File: src/pkg/gpcn_regs.svh
`ifndef GPCN_REGS_SVH
`define GPCN_REGS_SVH

`define GPCN_DATA_W 16
`define GPCN_SEL_W 4
`define GPCN_PORT_W 16
`define GPCN_CN_COUNT 23
`define GPCN_CN_SPLIT 16

`define GPCN_SEL_DIR 4'h0
`define GPCN_SEL_LATCH 4'h1
`define GPCN_SEL_LEVEL 4'h2
`define GPCN_SEL_ODC 4'h3
`define GPCN_SEL_ANALOG 4'h4
`define GPCN_SEL_CNEN_LO 4'h5
`define GPCN_SEL_CNEN_HI 4'h6
`define GPCN_SEL_PU_LO 4'h7
`define GPCN_SEL_PU_HI 4'h8
`define GPCN_SEL_PD_LO 4'h9
`define GPCN_SEL_PD_HI 4'ha
`define GPCN_SEL_HOLD 4'hb
`define GPCN_SEL_CNFLAG 4'hc

`define GPCN_HOLD_RELEASE_BIT 0
`define GPCN_RST_ZERO 16'h0000

`endif

File: src/pkg/gpcn_pkg.sv
`default_nettype none
package gpcn_pkg;
`include "gpcn_regs.svh"

	typedef logic [`GPCN_SEL_W-1:0] gpcn_sel_t;
	typedef logic [`GPCN_DATA_W-1:0] gpcn_data_t;
	typedef enum logic [1:0] {
		GPCN_RUN = 2'b01,
		GPCN_HOLD = 2'b10
	} gpcn_hold_t;
endpackage : gpcn_pkg
`default_nettype wire

File: src/pkg/gpcn_cn_if.sv
`timescale 1ns/1ns
`default_nettype none
interface gpcn_cn_if #(
	parameter int CN_COUNT = 23
);
	logic [CN_COUNT-1:0] raw;
	logic [CN_COUNT-1:0] en;
	logic clr;
	logic flag;

	modport ctl (
		output raw,
		output en,
		output clr,
		input flag
	);
	modport det (
		input raw,
		input en,
		input clr,
		output flag
	);
endinterface : gpcn_cn_if
`default_nettype wire

File: src/rtl/gpcn_port.sv
`timescale 1ns/1ns
`default_nettype none
`include "gpcn_regs.svh"
// Notes on behaviour
// muxes give peripheral or port output ownership
// driving peripheral disables port driver, readable
// idle enabled peripheral lets port drive
// port output never loops into peripheral
// direction one is input, zero output
// reset makes every pin an input
// latch reads back stored value
// level reads pins, writes go to latch
// unimplemented bits disabled, read zero
// input-only sharing treated as plain port
// pins frozen through deep sleep until release
// open-drain bit: drive low or float
// software sets analog pins as inputs
// analog pins read zero on level
// software waits a cycle before reading
// up to 23 change inputs raise requests
// change detection works in sleep
// per-input change enable, two registers
// per-input pull-up enable, two registers
// per-input pull-down enable, two registers
// software never enables both pulls
// software disables pulls on outputs
// mismatch sets shared sticky change flag
// inputs synchronised in two stages
module gpcn_port #(
	parameter int PORT_W = `GPCN_PORT_W,
	parameter int CN_COUNT = `GPCN_CN_COUNT,
	parameter logic [PORT_W-1:0] IMPL_MASK = {PORT_W{1'b1}}
) (
	input wire logic ref_clk,
	input wire logic resetn,
	input wire logic clk_en,
	input wire logic sleep_mode,
	input wire logic deep_sleep,
	input wire logic reg_we,
	input wire gpcn_pkg::gpcn_sel_t reg_sel,
	input wire gpcn_pkg::gpcn_data_t reg_wdata,
	input wire logic [PORT_W-1:0] pad_in,
	output logic [PORT_W-1:0] pad_out,
	output logic [PORT_W-1:0] pad_oe,
	input wire logic [PORT_W-1:0] periph_en,
	input wire logic [PORT_W-1:0] periph_oe,
	input wire logic [PORT_W-1:0] periph_out,
	output logic [PORT_W-1:0] periph_in,
	input wire logic [CN_COUNT-1:0] cn_in,
	output logic [CN_COUNT-1:0] pullup_en,
	output logic [CN_COUNT-1:0] pulldown_en,
	output logic [PORT_W-1:0] pin_direction_reg,
	output logic [PORT_W-1:0] output_latch_reg,
	output logic [PORT_W-1:0] pin_level_reg,
	output logic [PORT_W-1:0] open_drain_select_reg,
	output logic [PORT_W-1:0] analog_pin_config_reg,
	output logic [CN_COUNT-1:0] change_irq_enable,
	output logic io_hold_release,
	output logic change_irq
);
	import gpcn_pkg::*;

	localparam int SPLIT = `GPCN_CN_SPLIT;
	localparam int HI_W = CN_COUNT - SPLIT;

	if (PORT_W < 1 || PORT_W > `GPCN_DATA_W) begin : g_bad_port_w
		$error("PORT_W must lie in 1 to data width");
	end
	if (CN_COUNT <= SPLIT || CN_COUNT > 2 * SPLIT) begin : g_bad_cn
		$error("CN_COUNT must lie above split, at most twice it");
	end

	function automatic logic sel_hit(input gpcn_sel_t sel,
			input gpcn_sel_t code);
		sel_hit = reg_we && (sel == code);
	endfunction : sel_hit

	// one low/high register pair folded into one vector
	function automatic logic [CN_COUNT-1:0] cn_merge(
			input logic [CN_COUNT-1:0] old,
			input gpcn_data_t data,
			input logic wr_lo,
			input logic wr_hi);
		logic [CN_COUNT-1:0] res;
		res = old;
		if (wr_lo) begin
			res[SPLIT-1:0] = data[SPLIT-1:0];
		end
		if (wr_hi) begin
			res[CN_COUNT-1:SPLIT] = data[HI_W-1:0];
		end
		cn_merge = res;
	endfunction : cn_merge

	logic core_ce;
	logic [PORT_W-1:0] wdata_port;
	logic [PORT_W-1:0] pad_s1;
	logic [PORT_W-1:0] pad_s2;
	logic [PORT_W-1:0] own;
	logic [PORT_W-1:0] port_drive;
	logic [PORT_W-1:0] next_pad_out;
	logic [PORT_W-1:0] next_pad_oe;
	logic [PORT_W-1:0] next_periph_in;
	logic release_clr;
	gpcn_hold_t hold_state;
	gpcn_hold_t next_hold;

	// sleep stops the core clock; change detection and the hold state keep running
	assign core_ce = clk_en & ~sleep_mode;
	assign wdata_port = reg_wdata[PORT_W-1:0];

	// direction writes; absent bits forced to zero
	always_ff @(posedge ref_clk or negedge resetn) begin
		if (!resetn) begin
			// all implemented pins inputs
			pin_direction_reg <= IMPL_MASK;
		end else if (core_ce && sel_hit(reg_sel, `GPCN_SEL_DIR)) begin
			pin_direction_reg <= wdata_port & IMPL_MASK;
		end
	end

	// latch holds last written value
	always_ff @(posedge ref_clk or negedge resetn) begin
		if (!resetn) begin
			output_latch_reg <= '0;
		end else if (core_ce && (sel_hit(reg_sel, `GPCN_SEL_LATCH)
				|| sel_hit(reg_sel, `GPCN_SEL_LEVEL))) begin
			// level writes land in the latch
			output_latch_reg <= wdata_port & IMPL_MASK;
		end
	end

	always_ff @(posedge ref_clk or negedge resetn) begin
		if (!resetn) begin
			open_drain_select_reg <= '0;
			analog_pin_config_reg <= '0;
		end else if (core_ce) begin
			// per-pin open-drain select
			if (sel_hit(reg_sel, `GPCN_SEL_ODC)) begin
				open_drain_select_reg <= wdata_port & IMPL_MASK;
			end
			if (sel_hit(reg_sel, `GPCN_SEL_ANALOG)) begin
				analog_pin_config_reg <= wdata_port & IMPL_MASK;
			end
		end
	end

	always_ff @(posedge ref_clk or negedge resetn) begin
		if (!resetn) begin
			change_irq_enable <= '0;
			pullup_en <= '0;
			pulldown_en <= '0;
		end else if (core_ce) begin
			// enables span two registers
			change_irq_enable <= cn_merge(change_irq_enable, reg_wdata,
				sel_hit(reg_sel, `GPCN_SEL_CNEN_LO),
				sel_hit(reg_sel, `GPCN_SEL_CNEN_HI));
			// pull-ups span two registers
			pullup_en <= cn_merge(pullup_en, reg_wdata,
				sel_hit(reg_sel, `GPCN_SEL_PU_LO),
				sel_hit(reg_sel, `GPCN_SEL_PU_HI));
			// pull-downs span two registers
			pulldown_en <= cn_merge(pulldown_en, reg_wdata,
				sel_hit(reg_sel, `GPCN_SEL_PD_LO),
				sel_hit(reg_sel, `GPCN_SEL_PD_HI));
		end
	end

	// two-stage pin synchroniser
	always_ff @(posedge ref_clk or negedge resetn) begin
		if (!resetn) begin
			pad_s1 <= '0;
			pad_s2 <= '0;
		end else if (core_ce) begin
			pad_s1 <= pad_in;
			pad_s2 <= pad_s1;
		end
	end

	// level readback trails the pin by three edges, hence the wait
	// analog pins masked; latency covered by the gap
	always_ff @(posedge ref_clk or negedge resetn) begin
		if (!resetn) begin
			pin_level_reg <= '0;
		end else if (core_ce) begin
			pin_level_reg <= pad_s2 & ~analog_pin_config_reg & IMPL_MASK;
		end
	end

	// hold engages on deep sleep, leaves only on release clear
	assign release_clr = sel_hit(reg_sel, `GPCN_SEL_HOLD)
		&& !reg_wdata[`GPCN_HOLD_RELEASE_BIT];

	always_comb begin
		next_hold = hold_state;
		case (hold_state)
			GPCN_RUN: begin
				if (deep_sleep) begin
					next_hold = GPCN_HOLD;
				end
			end
			GPCN_HOLD: begin
				if (release_clr && !deep_sleep) begin
					next_hold = GPCN_RUN;
				end
			end
			default: begin
				next_hold = GPCN_RUN;
			end
		endcase
	end

	always_ff @(posedge ref_clk or negedge resetn) begin
		if (!resetn) begin
			hold_state <= GPCN_RUN;
			io_hold_release <= 1'b0;
		end else if (clk_en) begin
			hold_state <= next_hold;
			io_hold_release <= (next_hold == GPCN_HOLD);
		end
	end

	// ownership: a driving peripheral takes the pin
	// input-only sharers never set periph_oe, so the port keeps it
	assign own = periph_en & periph_oe & IMPL_MASK;
	// an idle peripheral leaves the port in charge
	assign port_drive = ~pin_direction_reg & IMPL_MASK & ~own;

	for (genvar gi = 0; gi < PORT_W; gi++) begin : g_pin
		always_comb begin
			if (own[gi]) begin
				// port driver off, peripheral drives
				next_pad_out[gi] = periph_out[gi];
				next_pad_oe[gi] = 1'b1;
			end else if (open_drain_select_reg[gi]) begin
				// only low is driven, high floats
				next_pad_out[gi] = 1'b0;
				next_pad_oe[gi] = port_drive[gi]
					& ~output_latch_reg[gi];
			end else begin
				next_pad_out[gi] = output_latch_reg[gi];
				next_pad_oe[gi] = port_drive[gi];
			end
		end
		// a port-driven pin shows the peripheral a quiet low
		assign next_periph_in[gi] = port_drive[gi] ? 1'b0 : pad_s2[gi];
	end

	always_ff @(posedge ref_clk or negedge resetn) begin
		if (!resetn) begin
			pad_out <= '0;
			pad_oe <= '0;
		end else if (core_ce && hold_state == GPCN_RUN) begin
			pad_out <= next_pad_out;
			pad_oe <= next_pad_oe;
		end
	end

	always_ff @(posedge ref_clk or negedge resetn) begin
		if (!resetn) begin
			periph_in <= '0;
		end else if (core_ce) begin
			periph_in <= next_periph_in;
		end
	end

	// detector sees clk_en, not the sleeping core enable
	gpcn_cn_if #(.CN_COUNT(CN_COUNT)) cn ();

	assign cn.raw = cn_in;
	assign cn.en = change_irq_enable;
	// a write to the flag selector clears it unless a change sets it in the same cycle
	assign cn.clr = sel_hit(reg_sel, `GPCN_SEL_CNFLAG);

	gpcn_change #(.CN_COUNT(CN_COUNT)) u_change (
		.ref_clk(ref_clk),
		.resetn(resetn),
		.clk_en(clk_en),
		.cn(cn.det)
	);

	assign change_irq = cn.flag;
endmodule : gpcn_port
`default_nettype wire

File: src/rtl/gpcn_change.sv
`timescale 1ns/1ns
`default_nettype none
module gpcn_change #(
	parameter int CN_COUNT = 23
) (
	input wire logic ref_clk,
	input wire logic resetn,
	input wire logic clk_en,
	gpcn_cn_if.det cn
);
	import gpcn_pkg::*;

	logic [CN_COUNT-1:0] cn_s1;
	logic [CN_COUNT-1:0] cn_s2;
	logic [CN_COUNT-1:0] cn_prev;
	logic [CN_COUNT-1:0] change;
	logic flag;

	// stays on the free clock so sleep does not blind it
	// two-stage capture
	always_ff @(posedge ref_clk or negedge resetn) begin
		if (!resetn) begin
			cn_s1 <= '0;
			cn_s2 <= '0;
			cn_prev <= '0;
		end else if (clk_en) begin
			cn_s1 <= cn.raw;
			cn_s2 <= cn_s1;
			cn_prev <= cn_s2;
		end
	end

	// per-input mismatch
	assign change = (cn_s2 ^ cn_prev) & cn.en;

	// sticky flag, set beats clear
	always_ff @(posedge ref_clk or negedge resetn) begin
		if (!resetn) begin
			flag <= 1'b0;
		end else if (clk_en) begin
			flag <= (flag & ~cn.clr) | (|change);
		end
	end

	assign cn.flag = flag;
endmodule : gpcn_change
`default_nettype wire

File: config.mk
export PLATFORM = sky130hd
export DESIGN_NAME = gpcn_port
export DESIGN_NICKNAME = d
export VERILOG_FILES = /design/src/pkg/gpcn_pkg.sv /design/src/pkg/gpcn_cn_if.sv /design/src/rtl/gpcn_port.sv /design/src/rtl/gpcn_change.sv
export VERILOG_INCLUDE_DIRS = /design/src /design/src/pkg
export SDC_FILE = /design/constraint.sdc
export NUM_CORES = 1
export LEC_CHECK = 0
export BUFFER_PORTS_ARGS = -buffer_cell sky130_fd_sc_hd__buf_2
export CAP_MARGIN = 25
export CORE_MARGIN = 1
export CORE_UTILIZATION = 50
export DETAILED_ROUTE_END_ITERATION = 16
export MAX_ROUTING_LAYER = met4
export PLACE_DENSITY = 0.76
export SLEW_MARGIN = 10
export SYNTH_ARGS = -nofsm -noshare
export SYNTH_HDL_FRONTEND = slang
export SYNTH_SLANG_ARGS = --single-unit
export TNS_END_PERCENT = 30
File: constraint.sdc
create_clock -name ref_clk -period 1.85 [get_ports ref_clk]
set_clock_uncertainty 0.15 [all_clocks]
set_input_delay 0.185 -clock ref_clk [delete_from_list [all_inputs] [get_ports ref_clk]]
set_output_delay 0.185 -clock ref_clk [all_outputs]
set_load 0.005 [all_outputs]
[Yosys cells after proc, flatten, opt, wreduce, memory -nomap -nowiden]
Index checks and enable logic that the tools add are counted.
Widths: inputs -> output; s select.
Word-level totals
  register bits: 302
  bits of input ports: 113
Operators by class
  equality and inequality tests: 15
  bitwise operators: 45
  reduce and logical (&&, ||, !) cells: 31
  muxes and demuxes: 83
Operators by type and width (count)
  $mux 1: 80
  $and 16x16->16: 3
  $not 16->16: 3
  $and 23x23->23: 1
  $reduce_or 23->1: 1
  $xor 23x23->23: 1
  $eq 4x4->1 const B: 5
  $and 1x1->1: 18
  $logic_and 1x1->1: 18
  $not 1->1: 18
  $eq 4x3->1 const B: 4
  $reduce_and 2->1: 8
  $eq 4x2->1 const B: 2
  $eq 2x2->1 const B: 2
  $eq 4x1->1 const B: 1
  $logic_not 4->1: 1
  $mux 2: 2
  $pmux 2 s2: 1
  $eq 2x1->1 const B: 1
  $logic_not 1->1: 2
  $logic_or 1x1->1: 1
  $or 1x1->1: 1

[Depth between registers and ports, before layout]
  word-level depth: 7
  gate-level depth with buffers: 6
  gate-level depth less buffers: 6

[Modules after synthesis]
A second synthesis with hierarchy kept.
Second synthesis, totals
  cells, all modules: 971
  area total of the unflattened synthesis: 12219.2 um2
Modules (own cells, without submodules)
  gpcn_port: sequential area each 5826.8 um2, area each 9326.4 um2, times used 1, cells an instance 784
  gpcn_change: sequential area each 1751.7 um2, area each 2892.8 um2, times used 1, cells an instance 187

[Least setup slack after synthesis]
Ideal clock, no wire load.
  path type: input to register
  start point: input sleep_mode
  end point: register analog_pin_config_reg[10]
  arrival time: 1618 ps
  stages on the path: 6
  path slack: -43 ps
  path buffers: 2
  setup time: 125 ps
  cell sequence: nand2b_1 or3_1 buf_2 nor3_4 buf_6 mux2_2
On the way
  longest elaborated chain between the ends: 3
Ends and longest elaborated chain
  start, declared: RTL line gpcn_port.sv:37  | input wire logic sleep_mode,
  $not 1->1: RTL line gpcn_port.sv:109  | assign core_ce = clk_en & ~sleep_mode;
  $and 1x1->1: RTL line gpcn_port.sv:109
  $reduce_and 2->1 (no source line)
  end signal, assigned: RTL line gpcn_port.sv:143  | analog_pin_config_reg <= wdata_port & IMPL_MASK;
  end, declared: RTL line gpcn_port.sv:56  | output logic [PORT_W-1:0] analog_pin_config_reg,
Every way passes these cells.
A chain may end at the register's enable or synchronous reset.

[Final worst setup path]
  start point: input periph_en[12]
  end point: register pad_out[12]
On the way
  longest elaborated chain between the ends: 2
Ends and longest elaborated chain
  start, declared: RTL line gpcn_port.sv:45  | input wire logic [PORT_W-1:0] periph_en,
  $and 16x16->16: RTL line gpcn_port.sv:225  | assign own = periph_en & periph_oe & IMPL_MASK;
  $mux 1: RTL line gpcn_port.sv:231  | if (own[gi]) begin
  end signal, assigned: RTL line gpcn_port.sv:254  | pad_out <= next_pad_out;
  end, declared: RTL line gpcn_port.sv:43  | output logic [PORT_W-1:0] pad_out,
Every way passes these cells.

==> results.md <==
- Counting flops and latches in the post-synthesis netlist gives 302.
- After synthesis, the cell types taking the most area are sky130_fd_sc_hd__dfrtp_1 (59%), sky130_fd_sc_hd__mux2_2 (19%), sky130_fd_sc_hd__nand2_1 (5.6%), sky130_fd_sc_hd__dfstp_2 (3.7%), sky130_fd_sc_hd__o21ai_0 (2.7%).
- The capturing instance or port of the critical path is pad_out[12].
- The initial antenna violation count is 0.
- Max-cap violations in this run came to 0.
- The source of the worst register-to-register timing path is hold_state[0].
- The endpoint type of the worst setup path is a flop.
- The part of the Yosys area used for sequential elements is 0.622.
- Yosys printed 0 warnings.
- The capture instance of the worst register-to-register path is io_hold_release.
- The average instance area after synthesis is 12.6 sq um.
- In the synthesized netlist, the number of instances is 964.
- The signal on the critical path passes through dlygate4sd3_1 -> buf_2 -> and2_0 -> nor3b_2 -> a21oi_1 -> dlygate4sd3_1 -> o21ai_0.
- In this run the clock root is driven by a sky130_fd_sc_hd__clkbuf_16.
- The arrival time at the worst endpoint is 2.01 ns.
- The placed instances occupy a cell area of 14,400 sq um.
- The number of failing setup endpoints in the final timing report is 0.
- The die is 158 microns wide.
- The global placement routability congestion is 0.854.
- In the finished design, the share of the clock period the worst path needs comes to 0.910.
- For this block, the routed nets add up to 32.9 mm of wire.
- The via count of the first global-routing pass is 9,107.
- In this design, the critical path's most frequently occurring cell is sky130_fd_sc_hd__dlygate4sd3_1.
- The internal portion of the total power is 13.4 mW.
- The count of distinct cell types in the synthesized netlist is 37.
- Of the total synthesized cell area, the portion taken by full adders, half adders and majority gates is 0.00205.
- The full die area is 25,000 sq um.
- The most critical setup path has its startpoint at periph_en[12].
- Along the worst path, the maximum fanout reaches 4.
- In this run the core area contains 56 standard-cell rows.
- The flow ran to the end, and the final reports show no timing, DRC or antenna violations.
- In this run the tool buffered the top-level ports with 311 buffer cells.
- Of the total synthesized cell area, the portion taken by XOR and XNOR cells is 0.0172.
- The cell taking the most area after synthesis is sky130_fd_sc_hd__dfrtp_1.
- After detailed routing, the number of remaining DRC violations is 0.
- After detailed routing, the average wire length per cell comes to 19.0 microns.
- Setup repair after global routing left no endpoint under its margin.
- The tightest min-delay check is of the input pin to flop type.
- The first detailed-routing pass took 5 iterations.
- The maximum number of pins on one net before global-route repair is 81.
- For this design the ratio of total power to cell area is 1120 nW/um^2.
- The number of CTS-inserted buffers is 31.
- Once detail routing completed, the nets flagged for antenna violations numbered 0.
- The die is 158 microns tall.
- The library cells used most frequently in the layout, excluding fill and tap cells, are sky130_fd_sc_hd__buf_2 (310), sky130_fd_sc_hd__dfrtp_1 (285), sky130_fd_sc_hd__mux2_2 (202).
- When the netlist entered floorplanning its net count stood at 1,079.
- The final HPWL from detailed placement is 21.1 mm.
- The static leakage is 8.26 nW.
- Of the total power, combinational logic draws 0.185.
- The kind of launch point of the worst setup path is an input pin.
- The floorplan step defined a core boundary enclosing 23,700 sq um.
- The total number of vias is 9,183.
- The critical setup path kind is input pin to flop.
- The critical path contains buffers and inverters numbering 3 combined.
- For the pin with the worst max-slew slack, the measured transition is 0.788 ns.
- In this run, the number of DRC markers left after iteration 0 of detailed routing was 603.
- The share of final-layout standard cells stronger than drive strength 1 is 0.437.
- TritonCTS built the clock tree.
- The normalized max-slew margin is 0.475.
- After global routing the overflow that remains totals 0.
- Counting I/O delays and the setup requirement, the final critical path takes 1.68 ns.
- The net count of the finished layout is 1,506.
- The clock network fraction of design power is 0.344.
- The finished cells cover 16,400 sq um.
- The CTS H-tree depth is 1.
- The number of cells on the critical path is 7.
- The area fraction in and, or, nand and nor cells after synthesis is 0.103.
- For the worst-skew pair, the clock arrives at the later sink with an insertion delay of 0.55 ns.
- Measured against the total synthesized area, the mux share comes to 0.187.
- For the worst setup path, the data required time is 2.17 ns.
- The count of inserted antenna diode cells is 0.
- The path depth of the worst reg2reg path is 6.
- Setup slack on the worst reg-to-reg path comes out at 0.21 ns.
- On the final layout, the worst hold slack is 0.0219 ns.
- Of the post-synthesis cell area, the dominant cell type holds 0.585.
- The final max-slew violation count is 0.
- The wire length of the first global-routing pass is 50.2 mm.
- In this run the power spent charging and discharging nets is 4.99 mW.
- The final hold violation count was 0.
- The fraction of power spent switching nets is 0.271.
- In this design, the stage delay of the slowest critical-path cell is 0.57 ns.
- The via density per instance is 5.30.
- The clock slew seen by the registers of the worst setup and hold paths is 0.06 ns.
- The initial core utilization is 0.515.
- The kind of cell adding the most delay to the critical path is buffers and inverters.
- The number of I/O pins is 312.
- Clock tree synthesis found a total of 302 sinks.
- The sequential cell fraction of total power is 0.471.
- The master of the slowest instance on the critical path is sky130_fd_sc_hd__dlygate4sd3_1.
- For this run, the total global-route usage over all layers was measured as 0.271.
- The library cell used most frequently in the layout, excluding fill and tap cells, is sky130_fd_sc_hd__buf_2.
- The largest family of logic cells by synthesized area is multiplexers.
- The synthesized netlist occupies a cell area of 12,200 sq um.
- The share of the synthesized area in compound gates (AO/OA/AOI/OAI) is 0.0524.
- IR analysis of the VDD net gives a maximum drop of 0.840 mV.
- The clock passes through at most 3 buffers.
- The area growth from synthesis to layout is 34.6%.
- The maximum frequency from static timing analysis is 594 MHz.
## layer usage
metal	global-route usage	vias to the layer above	part of all wire
met2	0.453	312	0.50
met3	0.0485	56	0.063
met4	0.0769	0	0.026
met1	0.340	4632	0.41
li1	-	4183	-
met5	-	-	0
## tightest hold or removal path, delay by kind of cell
family | cells | cell delay [ns]
and+or+nand+nor | 1 | 0.20
buffers and inverters | 1 | 0.08
AOI/OAI and AO/OA | 2 | 0.22
## repair_timing
| item | 4_1_cts | 5_1_grt |
|---|---|---|
| endpoints found under the hold margin | 495 | 0 |
| hold buffers | 99 | 0 |
| gates resized for setup | 0 | 1 |
| buffers inserted | 0 | 0 |
| endpoints found under the setup margin | 0 | 1 |
## cells in the mapped netlist
library cell                number
sky130_fd_sc_hd__a21oi_1        34
sky130_fd_sc_hd__a222oi_1        1
sky130_fd_sc_hd__a22oi_1        10
sky130_fd_sc_hd__and2_0         16
sky130_fd_sc_hd__buf_1           9
sky130_fd_sc_hd__buf_2           5
sky130_fd_sc_hd__buf_4           2
sky130_fd_sc_hd__buf_6           1
sky130_fd_sc_hd__clkbuf_1       28
sky130_fd_sc_hd__dfrtp_1       285
sky130_fd_sc_hd__dfstp_2        17
sky130_fd_sc_hd__ha_1            2
sky130_fd_sc_hd__inv_1           4
sky130_fd_sc_hd__mux2_2        202
sky130_fd_sc_hd__nand2_1       183
sky130_fd_sc_hd__nand2b_1        3
sky130_fd_sc_hd__nand3_1         1
sky130_fd_sc_hd__nand3b_1       18
sky130_fd_sc_hd__nand4_1         3
sky130_fd_sc_hd__nor2_1         19
sky130_fd_sc_hd__nor2_4          2
sky130_fd_sc_hd__nor2b_1         1
sky130_fd_sc_hd__nor3_2          1
sky130_fd_sc_hd__nor3_4          1
sky130_fd_sc_hd__nor3b_1        16
sky130_fd_sc_hd__nor3b_4         1
sky130_fd_sc_hd__nor4_1          1
sky130_fd_sc_hd__nor4b_2         1
sky130_fd_sc_hd__o21ai_0        66
sky130_fd_sc_hd__o22a_1          1
sky130_fd_sc_hd__o22ai_1         1
sky130_fd_sc_hd__o2bb2ai_1       1
sky130_fd_sc_hd__o32a_1          1
sky130_fd_sc_hd__o41a_1          1
sky130_fd_sc_hd__o41ai_1         1
sky130_fd_sc_hd__or3_1           1
sky130_fd_sc_hd__xor2_1         24
## metrics by stage
step,utilization,total power [mW],setup TNS (ns),cells,setup slack [ns]
after global routing,0.693,19.3,0,1734,0.0241
after CTS,0.693,18.5,0,1734,0.211
after global placement,0.607,11.8,-1.99,1578,-0.0652
after detailed placement,0.607,11.9,-4.27,1578,-0.106
final,0.693,18.4,0,1734,0.166
after floorplan,-,10.2,-0.349,964,-0.0350
## layout make-up
type                            count  area [sq um]
Timing Repair Buffer              439          2940
Clock buffer                       50           957
Fill cell                        1700          7280
Clock inverter                      7          88.8
Multi-Input combinational cell    613          4430
Tap cell                          319           399
Sequential cell                   302          7580
Inverter                            4          15.0
## worst min path at each step
stage	start	end	slack [ns]	cells past startpoint
after global routing	periph_en[9]	pad_oe[9]	0.03	4
after CTS	periph_en[3]	pad_out[3]	0.001	4
after floorplan	resetn	analog_pin_config_reg[0]	-0.26	0
after global placement	resetn	pad_oe[3]	-0.05	1
after detailed placement	resetn	pad_out[7]	-0.04	1
final	periph_en[2]	pad_out[2]	0.02	4
## power by group through the flow
stage	logic (mW)	registers, mW	clock network [mW]
finish	3.39	8.67	6.32
global route	3.77	8.80	6.70
CTS	3.38	8.65	6.43
detailed placement	3.19	8.75	0
global placement	3.09	8.70	0
floorplan	1.53	8.66	0
## cell families after synthesis
logic type      Yosys count
flops                   302
simple gates            268
mux                     202
compound gates          117
buf+inv                  49
xor+xnor                 24
fa+ha+maj                 2
Note: power is estimated with default switching activity, not from simulation.
